[src/hw/ccpwm_pkg.sv]
/*
 * Constants, register map and state carriers of the capture/compare/PWM
 * mode control block.
 * Assumes one system clock; every file imports the whole package.
 */
package ccpwm_pkg;
	localparam int REG_AW = 4;
	localparam int DW = 8;
	localparam int NCH = 2;

	// Register indices on the plain register port
	localparam logic [REG_AW-1:0] A_TIMER_COUNT = 4'h0;
	localparam logic [REG_AW-1:0] A_PERIOD = 4'h1;
	localparam logic [REG_AW-1:0] A_TIMER_CTRL = 4'h2;
	localparam logic [REG_AW-1:0] A_CH1_LOW = 4'h3;
	localparam logic [REG_AW-1:0] A_CH1_HIGH = 4'h4;
	localparam logic [REG_AW-1:0] A_CH1_CTRL = 4'h5;
	localparam logic [REG_AW-1:0] A_CH2_LOW = 4'h6;
	localparam logic [REG_AW-1:0] A_CH2_HIGH = 4'h7;
	localparam logic [REG_AW-1:0] A_CH2_CTRL = 4'h8;
	localparam logic [REG_AW-1:0] A_SHUTDOWN = 4'h9;
	localparam logic [REG_AW-1:0] A_DEAD_BAND = 4'ha;
	localparam logic [REG_AW-1:0] A_STATUS = 4'hb;

	// Channel control fields
	localparam int CFG_MSB = 7;
	localparam int CFG_LSB = 6;
	localparam int DUTY_MSB = 5;
	localparam int DUTY_LSB = 4;
	localparam int MODE_MSB = 3;
	localparam int MODE_LSB = 0;
	localparam logic [DW-1:0] CH2_CTRL_MASK = 8'h3f;
	// Timer control, status flag and dead-band fields
	localparam int TON_BIT = 2;
	localparam int PS_MSB = 1;
	localparam int PS_LSB = 0;
	localparam int FLAG1_BIT = 0;
	localparam int DB_MSB = 6;

	localparam logic [DW-1:0] RST_BYTE = 8'h00;

	// Mode select codes
	localparam logic [3:0] M_OFF = 4'h0;
	localparam logic [3:0] M_RSVD = 4'h1;
	localparam logic [3:0] M_CMP_TOG = 4'h2;
	localparam logic [3:0] M_CAP_ANY = 4'h3;
	localparam logic [3:0] M_CAP_FALL = 4'h4;
	localparam logic [3:0] M_CAP_RISE = 4'h5;
	localparam logic [3:0] M_CAP_R4 = 4'h6;
	localparam logic [3:0] M_CAP_R16 = 4'h7;
	localparam logic [3:0] M_CMP_SET = 4'h8;
	localparam logic [3:0] M_CMP_CLR = 4'h9;
	localparam logic [3:0] M_CMP_SW = 4'ha;
	localparam logic [3:0] M_CMP_SPEC = 4'hb;
	localparam logic [1:0] PWM_SEL = 2'h3;

	typedef enum logic [1:0] {
		OC_SINGLE = 2'h0,
		OC_FWD = 2'h1,
		OC_HALF = 2'h2,
		OC_REV = 2'h3
	} ccpwm_ocfg_t;

	// Prescaler select and sub-counter limits (4 clock phases per tick)
	localparam logic [1:0] PS_DIV1 = 2'h0;
	localparam logic [1:0] PS_DIV4 = 2'h1;
	localparam logic [5:0] SUB_LAST1 = 6'h03;
	localparam logic [5:0] SUB_LAST4 = 6'h0f;
	localparam logic [5:0] SUB_LAST16 = 6'h3f;
	localparam logic [3:0] CAP_LAST4 = 4'h3;
	localparam logic [3:0] CAP_LAST16 = 4'hf;

	typedef struct packed {
		logic [3:0] out;
		logic [3:0] oe;
	} ccpwm_pins_t;

	typedef struct packed {
		logic [2:0] ff;
		logic filt;
	} ccpwm_sync_t;

	typedef struct packed {
		logic [DW-1:0] tmr;
		logic [DW-1:0] per;
		logic [DW-1:0] tctl;
		logic [DW-1:0] shdn;
		logic [DW-1:0] dead;
		logic [NCH-1:0][DW-1:0] lo;
		logic [NCH-1:0][DW-1:0] hi;
		logic [NCH-1:0][DW-1:0] ctl;
		logic [NCH-1:0][1:0] dlat;
		logic [NCH-1:0][3:0] mbuf;
		logic [NCH-1:0] pwm;
		logic [1:0] cbuf;
		logic [5:0] sub;
		logic [3:0] mprev;
		logic [3:0] capcnt;
		logic cap_prev;
		logic mhit;
		logic cmp_pin;
		logic flag1;
		logic spec;
		logic [DB_MSB:0] dbcnt;
		logic dbprev;
		ccpwm_pins_t pins;
		logic ch2_out;
		logic ch2_oe;
		logic [DW-1:0] rdata;
	} ccpwm_state_t;
endpackage

[src/hw/ccpwm_top.sv]
/*
 * Capture/compare/PWM mode control with period timer, two channels and
 * four steerable outputs on channel one.
 * Assumes a 16-bit capture/compare timer value on the same clock and
 * external port logic that owns pin direction.
 */
// Contract
// - Auto-shutdown registers exist only for channel one, never channel two.
// - PWM duty is ten bits: low-value byte high, control bits 5:4 low.
// - Outside PWM, configuration ignored; A is capture/compare, B-D port pins.
// - Single configuration modulates only A; B, C, D stay port pins.
// - Forward full bridge modulates D, holds A active, B and C inactive.
// - Half bridge modulates A and B with dead band; C, D port pins.
// - Reverse full bridge modulates B, holds C active, A and D inactive.
// - Mode 0000 switches the unit off and resets it; 0001 reserved.
// - Mode 0010 toggles the output pin on each compare match.
// - Modes 0011-0111 capture on selected edges with 1, 4, 16 prescale.
// - Mode 1000 drives pin low on entry, high on match, sets flag.
// - Mode 1001 drives pin high on entry, low on match, sets flag.
// - Mode 1010 only sets the flag on match; pin returns to port.
// - Mode 1011 pulses a timer reset event on match and sets flag.
// - PWM codes 11xx; bit 1 inverts A and C, bit 0 inverts B, D.
// - Dead-band delay and auto-shutdown control registers are provided.
// - On timer equal period: clear timer, set output unless zero, latch duty.
// - Output clears when buffered duty equals timer with two fine bits.
// - PWM control is double-buffered and loaded at each period start.
`timescale 1ns/10ps
`default_nettype none
module ccpwm_top
	import ccpwm_pkg::*;
(
	// Clock, reset, enable
	input wire logic core_clk_i,
	input wire logic rst_n_i,
	input wire logic ce_i,
	// Register port
	input wire logic [REG_AW-1:0] addr_i,
	input wire logic [DW-1:0] wdata_i,
	input wire logic wr_i,
	input wire logic rd_i,
	output logic [DW-1:0] rdata_o,
	// Capture/compare timer and capture pin
	input wire logic [2*DW-1:0] cc_timer_i,
	input wire logic capture_pin_i,
	output logic special_event_o,
	output logic channel1_interrupt_flag_o,
	// Channel one outputs A..D in bits 0..3
	output logic [3:0] output_pin_o,
	output logic [3:0] output_pin_oe_o,
	// Channel two output
	output logic channel2_pin_o,
	output logic channel2_pin_oe_o
);
	ccpwm_state_t s_reg;
	ccpwm_state_t s_next;
	logic cap_level;
	logic [5:0] sub_last;
	logic [1:0] fine;
	logic tick;
	logic bnd;
	logic [3:0] md1;
	logic entry;
	logic hit;
	logic rise;
	logic fall;
	logic do_cap;
	logic set1;
	logic clr1;
	logic dbok;
	logic [3:0] act;
	logic [3:0] inv;
	logic [NCH-1:0] raw;

	function automatic logic is_pwm(input logic [3:0] m);
		return m[MODE_MSB:MODE_MSB-1] == PWM_SEL;
	endfunction

	function automatic logic cmp_drives(input logic [3:0] m);
		return m == M_CMP_TOG || m == M_CMP_SET || m == M_CMP_CLR;
	endfunction

	ccpwm_sync u_cap_sync (
		.core_clk_i(core_clk_i),
		.rst_n_i(rst_n_i),
		.ce_i(ce_i),
		.pin_i(capture_pin_i),
		.level_o(cap_level)
	);

	always_comb begin
		s_next = s_reg;
		unique case (s_reg.tctl[PS_MSB:PS_LSB])
			PS_DIV1: begin
				sub_last = SUB_LAST1;
				fine = s_reg.sub[1:0];
			end
			PS_DIV4: begin
				sub_last = SUB_LAST4;
				fine = s_reg.sub[3:2];
			end
			default: begin
				sub_last = SUB_LAST16;
				fine = s_reg.sub[5:4];
			end
		endcase
		tick = s_reg.tctl[TON_BIT] && (s_reg.sub == sub_last);
		bnd = tick && (s_reg.tmr == s_reg.per);
		md1 = s_reg.ctl[0][MODE_MSB:MODE_LSB];
		entry = md1 != s_reg.mprev;
		hit = (cc_timer_i == {s_reg.hi[0], s_reg.lo[0]}) && !s_reg.mhit;
		rise = cap_level && !s_reg.cap_prev;
		fall = !cap_level && s_reg.cap_prev;
		do_cap = 1'b0;
		set1 = 1'b0;
		clr1 = wr_i && (addr_i == A_STATUS) && wdata_i[FLAG1_BIT];
		// Mask the match clock itself so the high time equals the duty value
		for (int c = 0; c < NCH; c++) begin
			raw[c] = s_reg.pwm[c] && !(is_pwm(s_reg.mbuf[c]) && {s_reg.hi[c], s_reg.dlat[c]} == {s_reg.tmr, fine});
		end
		dbok = (raw[0] == s_reg.dbprev) && (s_reg.dbcnt == s_reg.dead[DB_MSB:0]);
		act = 4'h0;
		inv = 4'h0;
		if (ce_i) begin
			// Pulse and read data also hold while the enable is low
			s_next.spec = 1'b0;
			s_next.rdata = RST_BYTE;
			// Period timer
			if (s_reg.tctl[TON_BIT]) begin
				s_next.sub = (s_reg.sub == sub_last) ? 6'h00 : s_reg.sub + 6'h01;
			end
			if (tick) begin
				s_next.tmr = bnd ? RST_BYTE : s_reg.tmr + 8'h01;
			end
			// Duty and control buffering per channel
			for (int c = 0; c < NCH; c++) begin
				if (!is_pwm(s_reg.ctl[c][MODE_MSB:MODE_LSB])) begin
					s_next.mbuf[c] = s_reg.ctl[c][MODE_MSB:MODE_LSB];
					s_next.pwm[c] = 1'b0;
				end else if (bnd) begin
					// Loading only here keeps the outputs glitch free
					s_next.mbuf[c] = s_reg.ctl[c][MODE_MSB:MODE_LSB];
					s_next.hi[c] = s_reg.lo[c];
					s_next.dlat[c] = s_reg.ctl[c][DUTY_MSB:DUTY_LSB];
					s_next.pwm[c] = {s_reg.lo[c], s_reg.ctl[c][DUTY_MSB:DUTY_LSB]} != 10'h000;
				end else if (is_pwm(s_reg.mbuf[c]) && {s_reg.hi[c], s_reg.dlat[c]} == {s_reg.tmr, fine}) begin
					// A duty beyond the period never matches, so the output stays set
					s_next.pwm[c] = 1'b0;
				end
			end
			if (bnd && is_pwm(md1)) begin
				s_next.cbuf = s_reg.ctl[0][CFG_MSB:CFG_LSB];
			end
			// Channel one capture and compare
			s_next.mprev = md1;
			s_next.mhit = cc_timer_i == {s_reg.hi[0], s_reg.lo[0]};
			s_next.cap_prev = cap_level;
			if (entry) begin
				s_next.capcnt = 4'h0;
			end
			unique case (md1)
				M_OFF, M_RSVD: begin
					s_next.cmp_pin = 1'b0;
					s_next.capcnt = 4'h0;
				end
				M_CMP_TOG: begin
					if (hit) begin
						s_next.cmp_pin = !s_reg.cmp_pin;
					end
				end
				M_CAP_ANY: do_cap = rise || fall;
				M_CAP_FALL: do_cap = fall;
				M_CAP_RISE: do_cap = rise;
				M_CAP_R4, M_CAP_R16: begin
					if (rise && !entry) begin
						do_cap = s_reg.capcnt == ((md1 == M_CAP_R4) ? CAP_LAST4 : CAP_LAST16);
						s_next.capcnt = do_cap ? 4'h0 : s_reg.capcnt + 4'h1;
					end
				end
				M_CMP_SET: begin
					if (entry) begin
						s_next.cmp_pin = 1'b0;
					end else if (hit) begin
						s_next.cmp_pin = 1'b1;
						set1 = 1'b1;
					end
				end
				M_CMP_CLR: begin
					if (entry) begin
						s_next.cmp_pin = 1'b1;
					end else if (hit) begin
						s_next.cmp_pin = 1'b0;
						set1 = 1'b1;
					end
				end
				M_CMP_SW: set1 = hit;
				M_CMP_SPEC: begin
					s_next.spec = hit;
					set1 = hit;
				end
				default: begin
					s_next.capcnt = 4'h0;
				end
			endcase
			if (do_cap) begin
				s_next.hi[0] = cc_timer_i[2*DW-1:DW];
				s_next.lo[0] = cc_timer_i[DW-1:0];
				set1 = 1'b1;
			end
			// Set wins over a simultaneous clear
			s_next.flag1 = (s_reg.flag1 && !clr1) || set1;
			// Dead band restarts at every edge of the raw waveform
			s_next.dbprev = raw[0];
			if (raw[0] != s_reg.dbprev) begin
				s_next.dbcnt = '0;
			end else if (s_reg.dbcnt != s_reg.dead[DB_MSB:0]) begin
				s_next.dbcnt = s_reg.dbcnt + 7'h01;
			end
			// Output steering, bits are A, B, C, D from bit 0
			if (is_pwm(s_reg.mbuf[0])) begin
				inv = {s_reg.mbuf[0][0], s_reg.mbuf[0][1], s_reg.mbuf[0][0], s_reg.mbuf[0][1]};
				unique case (ccpwm_ocfg_t'(s_reg.cbuf))
					OC_SINGLE: begin
						act = {3'b000, raw[0]};
						s_next.pins.oe = 4'h1;
					end
					OC_FWD: begin
						act = {raw[0], 1'b0, 1'b0, 1'b1};
						s_next.pins.oe = 4'hf;
					end
					OC_HALF: begin
						act = {2'b00, !raw[0] && dbok, raw[0] && dbok};
						s_next.pins.oe = 4'h3;
					end
					OC_REV: begin
						act = {1'b0, 1'b1, raw[0], 1'b0};
						s_next.pins.oe = 4'hf;
					end
				endcase
				s_next.pins.out = (act ^ inv) & s_next.pins.oe;
			end else begin
				// Configuration bits are ignored here
				s_next.pins.oe = {3'b000, cmp_drives(md1)};
				s_next.pins.out = {3'b000, s_reg.cmp_pin && cmp_drives(md1)};
			end
			s_next.ch2_oe = is_pwm(s_reg.mbuf[1]);
			s_next.ch2_out = raw[1] && is_pwm(s_reg.mbuf[1]);
			// Register writes, after hardware updates so software wins
			if (wr_i) begin
				unique case (addr_i)
					A_TIMER_COUNT: s_next.tmr = wdata_i;
					A_PERIOD: s_next.per = wdata_i;
					A_TIMER_CTRL: s_next.tctl = wdata_i;
					A_CH1_LOW: s_next.lo[0] = wdata_i;
					A_CH1_HIGH: begin
						if (!is_pwm(md1)) begin
							s_next.hi[0] = wdata_i;
						end
					end
					A_CH1_CTRL: s_next.ctl[0] = wdata_i;
					A_CH2_LOW: s_next.lo[1] = wdata_i;
					A_CH2_HIGH: begin
						if (!is_pwm(s_reg.ctl[1][MODE_MSB:MODE_LSB])) begin
							s_next.hi[1] = wdata_i;
						end
					end
					A_CH2_CTRL: s_next.ctl[1] = wdata_i & CH2_CTRL_MASK;
					A_SHUTDOWN: s_next.shdn = wdata_i;
					A_DEAD_BAND: s_next.dead = wdata_i;
					default: ;
				endcase
			end
			if (rd_i) begin
				unique case (addr_i)
					A_TIMER_COUNT: s_next.rdata = s_reg.tmr;
					A_PERIOD: s_next.rdata = s_reg.per;
					A_TIMER_CTRL: s_next.rdata = s_reg.tctl;
					A_CH1_LOW: s_next.rdata = s_reg.lo[0];
					A_CH1_HIGH: s_next.rdata = s_reg.hi[0];
					A_CH1_CTRL: s_next.rdata = s_reg.ctl[0];
					A_CH2_LOW: s_next.rdata = s_reg.lo[1];
					A_CH2_HIGH: s_next.rdata = s_reg.hi[1];
					A_CH2_CTRL: s_next.rdata = s_reg.ctl[1];
					A_SHUTDOWN: s_next.rdata = s_reg.shdn;
					A_DEAD_BAND: s_next.rdata = s_reg.dead;
					A_STATUS: s_next.rdata = {7'h00, s_reg.flag1};
					default: s_next.rdata = RST_BYTE;
				endcase
			end
		end
	end

	always_ff @(posedge core_clk_i or negedge rst_n_i) begin
		if (!rst_n_i) begin
			s_reg <= '0;
		end else begin
			s_reg <= s_next;
		end
	end

	assign rdata_o = s_reg.rdata;
	assign special_event_o = s_reg.spec;
	assign channel1_interrupt_flag_o = s_reg.flag1;
	assign output_pin_o = s_reg.pins.out;
	assign output_pin_oe_o = s_reg.pins.oe;
	assign channel2_pin_o = s_reg.ch2_out;
	assign channel2_pin_oe_o = s_reg.ch2_oe;
endmodule
`default_nettype wire

[src/hw/ccpwm_sync.sv]
/*
 * Three-stage input synchroniser with agreement filter.
 * Assumes the input is asynchronous to core_clk_i.
 */
`timescale 1ns/10ps
`default_nettype none
module ccpwm_sync
	import ccpwm_pkg::*;
(
	// Clock and reset
	input wire logic core_clk_i,
	input wire logic rst_n_i,
	input wire logic ce_i,
	// Pin and filtered level
	input wire logic pin_i,
	output logic level_o
);
	ccpwm_sync_t s_reg;
	ccpwm_sync_t s_next;

	always_comb begin
		s_next = s_reg;
		if (ce_i) begin
			s_next.ff = {s_reg.ff[1:0], pin_i};
			// Only stages two and three vote, stage one stays isolated
			if (s_reg.ff[1] == s_reg.ff[2]) begin
				s_next.filt = s_reg.ff[2];
			end
		end
	end

	always_ff @(posedge core_clk_i or negedge rst_n_i) begin
		if (!rst_n_i) begin
			s_reg <= '0;
		end else begin
			s_reg <= s_next;
		end
	end

	assign level_o = s_reg.filt;
endmodule
`default_nettype wire

[config.mk]
export PLATFORM = sky130hd
export DESIGN_NAME = ccpwm_top
export DESIGN_NICKNAME = d
export VERILOG_FILES = /design/src/hw/ccpwm_pkg.sv /design/src/hw/ccpwm_top.sv /design/src/hw/ccpwm_sync.sv
export SDC_FILE = /design/constraint.sdc
export NUM_CORES = 1
export LEC_CHECK = 0
export ABC_AREA = 0
export BUFFER_PORTS_ARGS = -buffer_cell sky130_fd_sc_hd__buf_2
export CORE_ASPECT_RATIO = 1.25
export CORE_UTILIZATION = 35
export DETAILED_ROUTE_END_ITERATION = 10
export PLACE_DENSITY_LB_ADDON = 0.2
export SLEW_MARGIN = 20
export SYNTH_ARGS = -nofsm -noshare
export SYNTH_HDL_FRONTEND = slang
export SYNTH_SLANG_ARGS = --single-unit
export TNS_END_PERCENT = 100
[constraint.sdc]
create_clock -name core_clk_i -period 2 [get_ports core_clk_i]
set_input_delay 0.2 -clock core_clk_i [delete_from_list [all_inputs] [get_ports core_clk_i]]
set_output_delay 0.2 -clock core_clk_i [all_outputs]
set_load 0.03 [all_outputs]
==> reports/qor.txt <==
initial antenna violation count: 0
Post-DP Area: 0.00992 mm^2
row count: 63
RSZ-0062 raised after global routing: true
TritonRoute pass-1 iters: 5
CTS Root Cell: clkbuf_16
Primary FF master, synth: dfrtp_1
top cells by area, synth: dfrtp_1 (43%), mux2_2 (10%), xnor2_1 (4.2%), a21oi_1 (3.2%), o21ai_0 (2.7%)
residual DRC count: 0
area grow syn2layout: 27.9%
clock sink count: 148
dpl hpwl: 20,300 um
GRT overflow: 0
DRT iter0 DRCs: 597
placeable core region: 0.0239 mm^2
RePlAce Congestion: 0.891
Final Hold Vio Count: 0
CP Class: flop to flop
Reg2Reg Launch Point: s_reg[145]
Synth Instances: 857
n_diodes: 0
syn nets: 897
final setup fails: 48
Post-synth ARST share: 100%
die area: 0.0251 mm^2
Antenna Violating Nets Remaining: 0
failing checks: setup timing
clk slew on worst S/H paths: 60 ps
Clk Latency, worst-skew pair: 420 ps
VDD IR max: 0.614 mV
DIE HEIGHT: 177 um
maximum clock rate: 0.450 GHz
Initial Utilization: 35.8%
met2 Use GR: 37.4%
most common cell after layout, fill and taps aside: dfrtp_1
static leakage: 4.82 nW
Port Buffers: 53
total I/O pin count: 54
most frequent cells in the layout: dfrtp_1 (137), buf_4 (134), mux2_2 (78)
Final period util: 111%
gr busiest metal: met2
min-delay worst type: input pin to flop
max_cap viols: 0
pwr/cell area: 1080 mW/mm^2
minimum clock period: 2220 ps
die width: 142 um
syn avg cell area: 9.98 um^2
critical path endpoint category: flop
Vias: 7,278
synth unique cells: 76
required time worst endpoint: 2300 ps
post-synth top area share: 43.3%
gr usage total: 23.2%
largest net degree at the start of global routing: 45
PnR worst setup slack: -220 ps
fillers: 2,300
worst slew pin tran: 683 ps
met3 Usage GRT: 3.60%
worst setup path startpoint: s_reg[145]
Seq cells post-synth: 148
Place WS: -382 ps
Slew Limit Headroom: 54.3%
YS warnings: 0
total CTS buffers: 17
max reg flops: 121
CP arrival: 2520 ps
met1 usage: 30.8%
CTS max path bufs: 2
Routed Wire Length: 27,900 um
Layout Nets: 1,042
register area share after synthesis: 43.3%
status: finished, violations left
layout cells sized above 1: 37.6%
Fin Clk Skew: 9.13 ps
startpoint types: flop
number of global-route vias before repair: 7,224
Pins Over Slew Limit: 0
Final Cell Area: 0.0109 mm^2
worst hold start: cc_timer_i[2]
Post-synth EDFFs: 0
H-tree Lvls: 4
CTS tree: yes
Vias/cell: 5.43
first-pass GRT wire length: 43,400 um
Syn Std Cell Area: 0.00856 mm^2
WL per Instance: 20.8 um
crit path max fanout: 6
Yosys top cell by area: dfrtp_1
## kinds of logic (layout without fill, tap and decap cells)
group                    count (synthesis)  in the layout  synth area share, %
flip-flops                             148            148                 43.3
XOR/XNOR                                65             65                 6.87
adder cells (fa/ha/maj)                  6              6                0.877
AND/OR/NAND/NOR                        235            235                 13.9
AO/OA/AOI/OAI                          207            207                 15.9
multiplexers                           103            103                 13.9
buffers and inverters                   93            251                 5.22
## worst max-delay path, stage by stage (launching register included)
cell and delay [ps]:
dfrtp_1 410, buf_6 130, xor2_1 130, nor4_1 270, nand4_1 200, o31a_4 350
xnor2_4 270, a211oi_2 130, xnor2_1 170, nor2_1 50
## per-stage QoR
step	setup TNS, ps	hold WS, ps	instances	utilization [%]	power, mW
detailed placement	-8160	175	1288	41.5	8.08
global route	-10990	111	1340	45.8	12.4
CTS	-5500	99.7	1330	45.0	11.6
floorplan	-661	-95.6	857	-	6.47
finish	-5330	106	1340	45.8	11.8
global placement	-6570	173	1288	41.5	8.06
## area by class of cell
| class | instances | area [um^2] | area share, % |
|---|---|---|---|
| multi-input combinational | 616 | 4650 | 42.5 |
| clock buffer | 22 | 474 | 4.33 |
| sequential | 148 | 3720 | 34.0 |
| clock inverter | 10 | 145 | 1.33 |
| inverter | 16 | 60.1 | 0.549 |
| tap | 325 | 407 | 3.72 |
| timing repair buffer | 203 | 1490 | 13.6 |
## cell usage after synthesis (all sizes together) (5+ instances only)
library cell,count
dfrtp,148
nand2b,5
nand3,18
o211ai,5
nor3,18
nand3b,6
a221o,8
a22oi,10
a21oi,56
a211oi,5
nor2,62
nor2b,7
o21ai,48
xor2,23
buf,39
ha,6
nand2,62
xnor2,42
clkbuf,38
nor4,14
inv,16
mux2,79
o2bb2ai,10
nand4,16
mux2i,21
a31oi,11
o22ai,18
nor3b,9
## report_power, final
group | switching (mW) | internal (mW)
Sequential | 0.778 | 3.66
Clock | 1.30 | 2.08
Combinational | 1.92 | 2.04
## final timing paths
path,to,slack [ps],depth (start not counted)
min in group asynchronous,s_reg[69],280,2
min,s_reg[95],110,3
max,s_reg[25],-220,9
max reg2reg,s_reg[25],-220,9
min reg2reg,rdata_o[3],490,1
max in group asynchronous,s_reg[81],1110,3
## routing by layer
metal / up-vias / wire length, um
met3: 43 / 1190
met4: 0 / 1050
li1: 3395 / -
met5: - / 0
met1: 3631 / 12400
met2: 209 / 13300
## timing repair
item / CTS / global route
pin swaps: 22 / 17
hold endpoints to repair: 42 / 0
endpoints found under the setup margin: 54 / 60
resized for setup: 33 / 31
setup buffers: 9 / 10
hold buffers: 2 / 0
cloned: 0 / 0
Power figures use the tool's default switching activity.
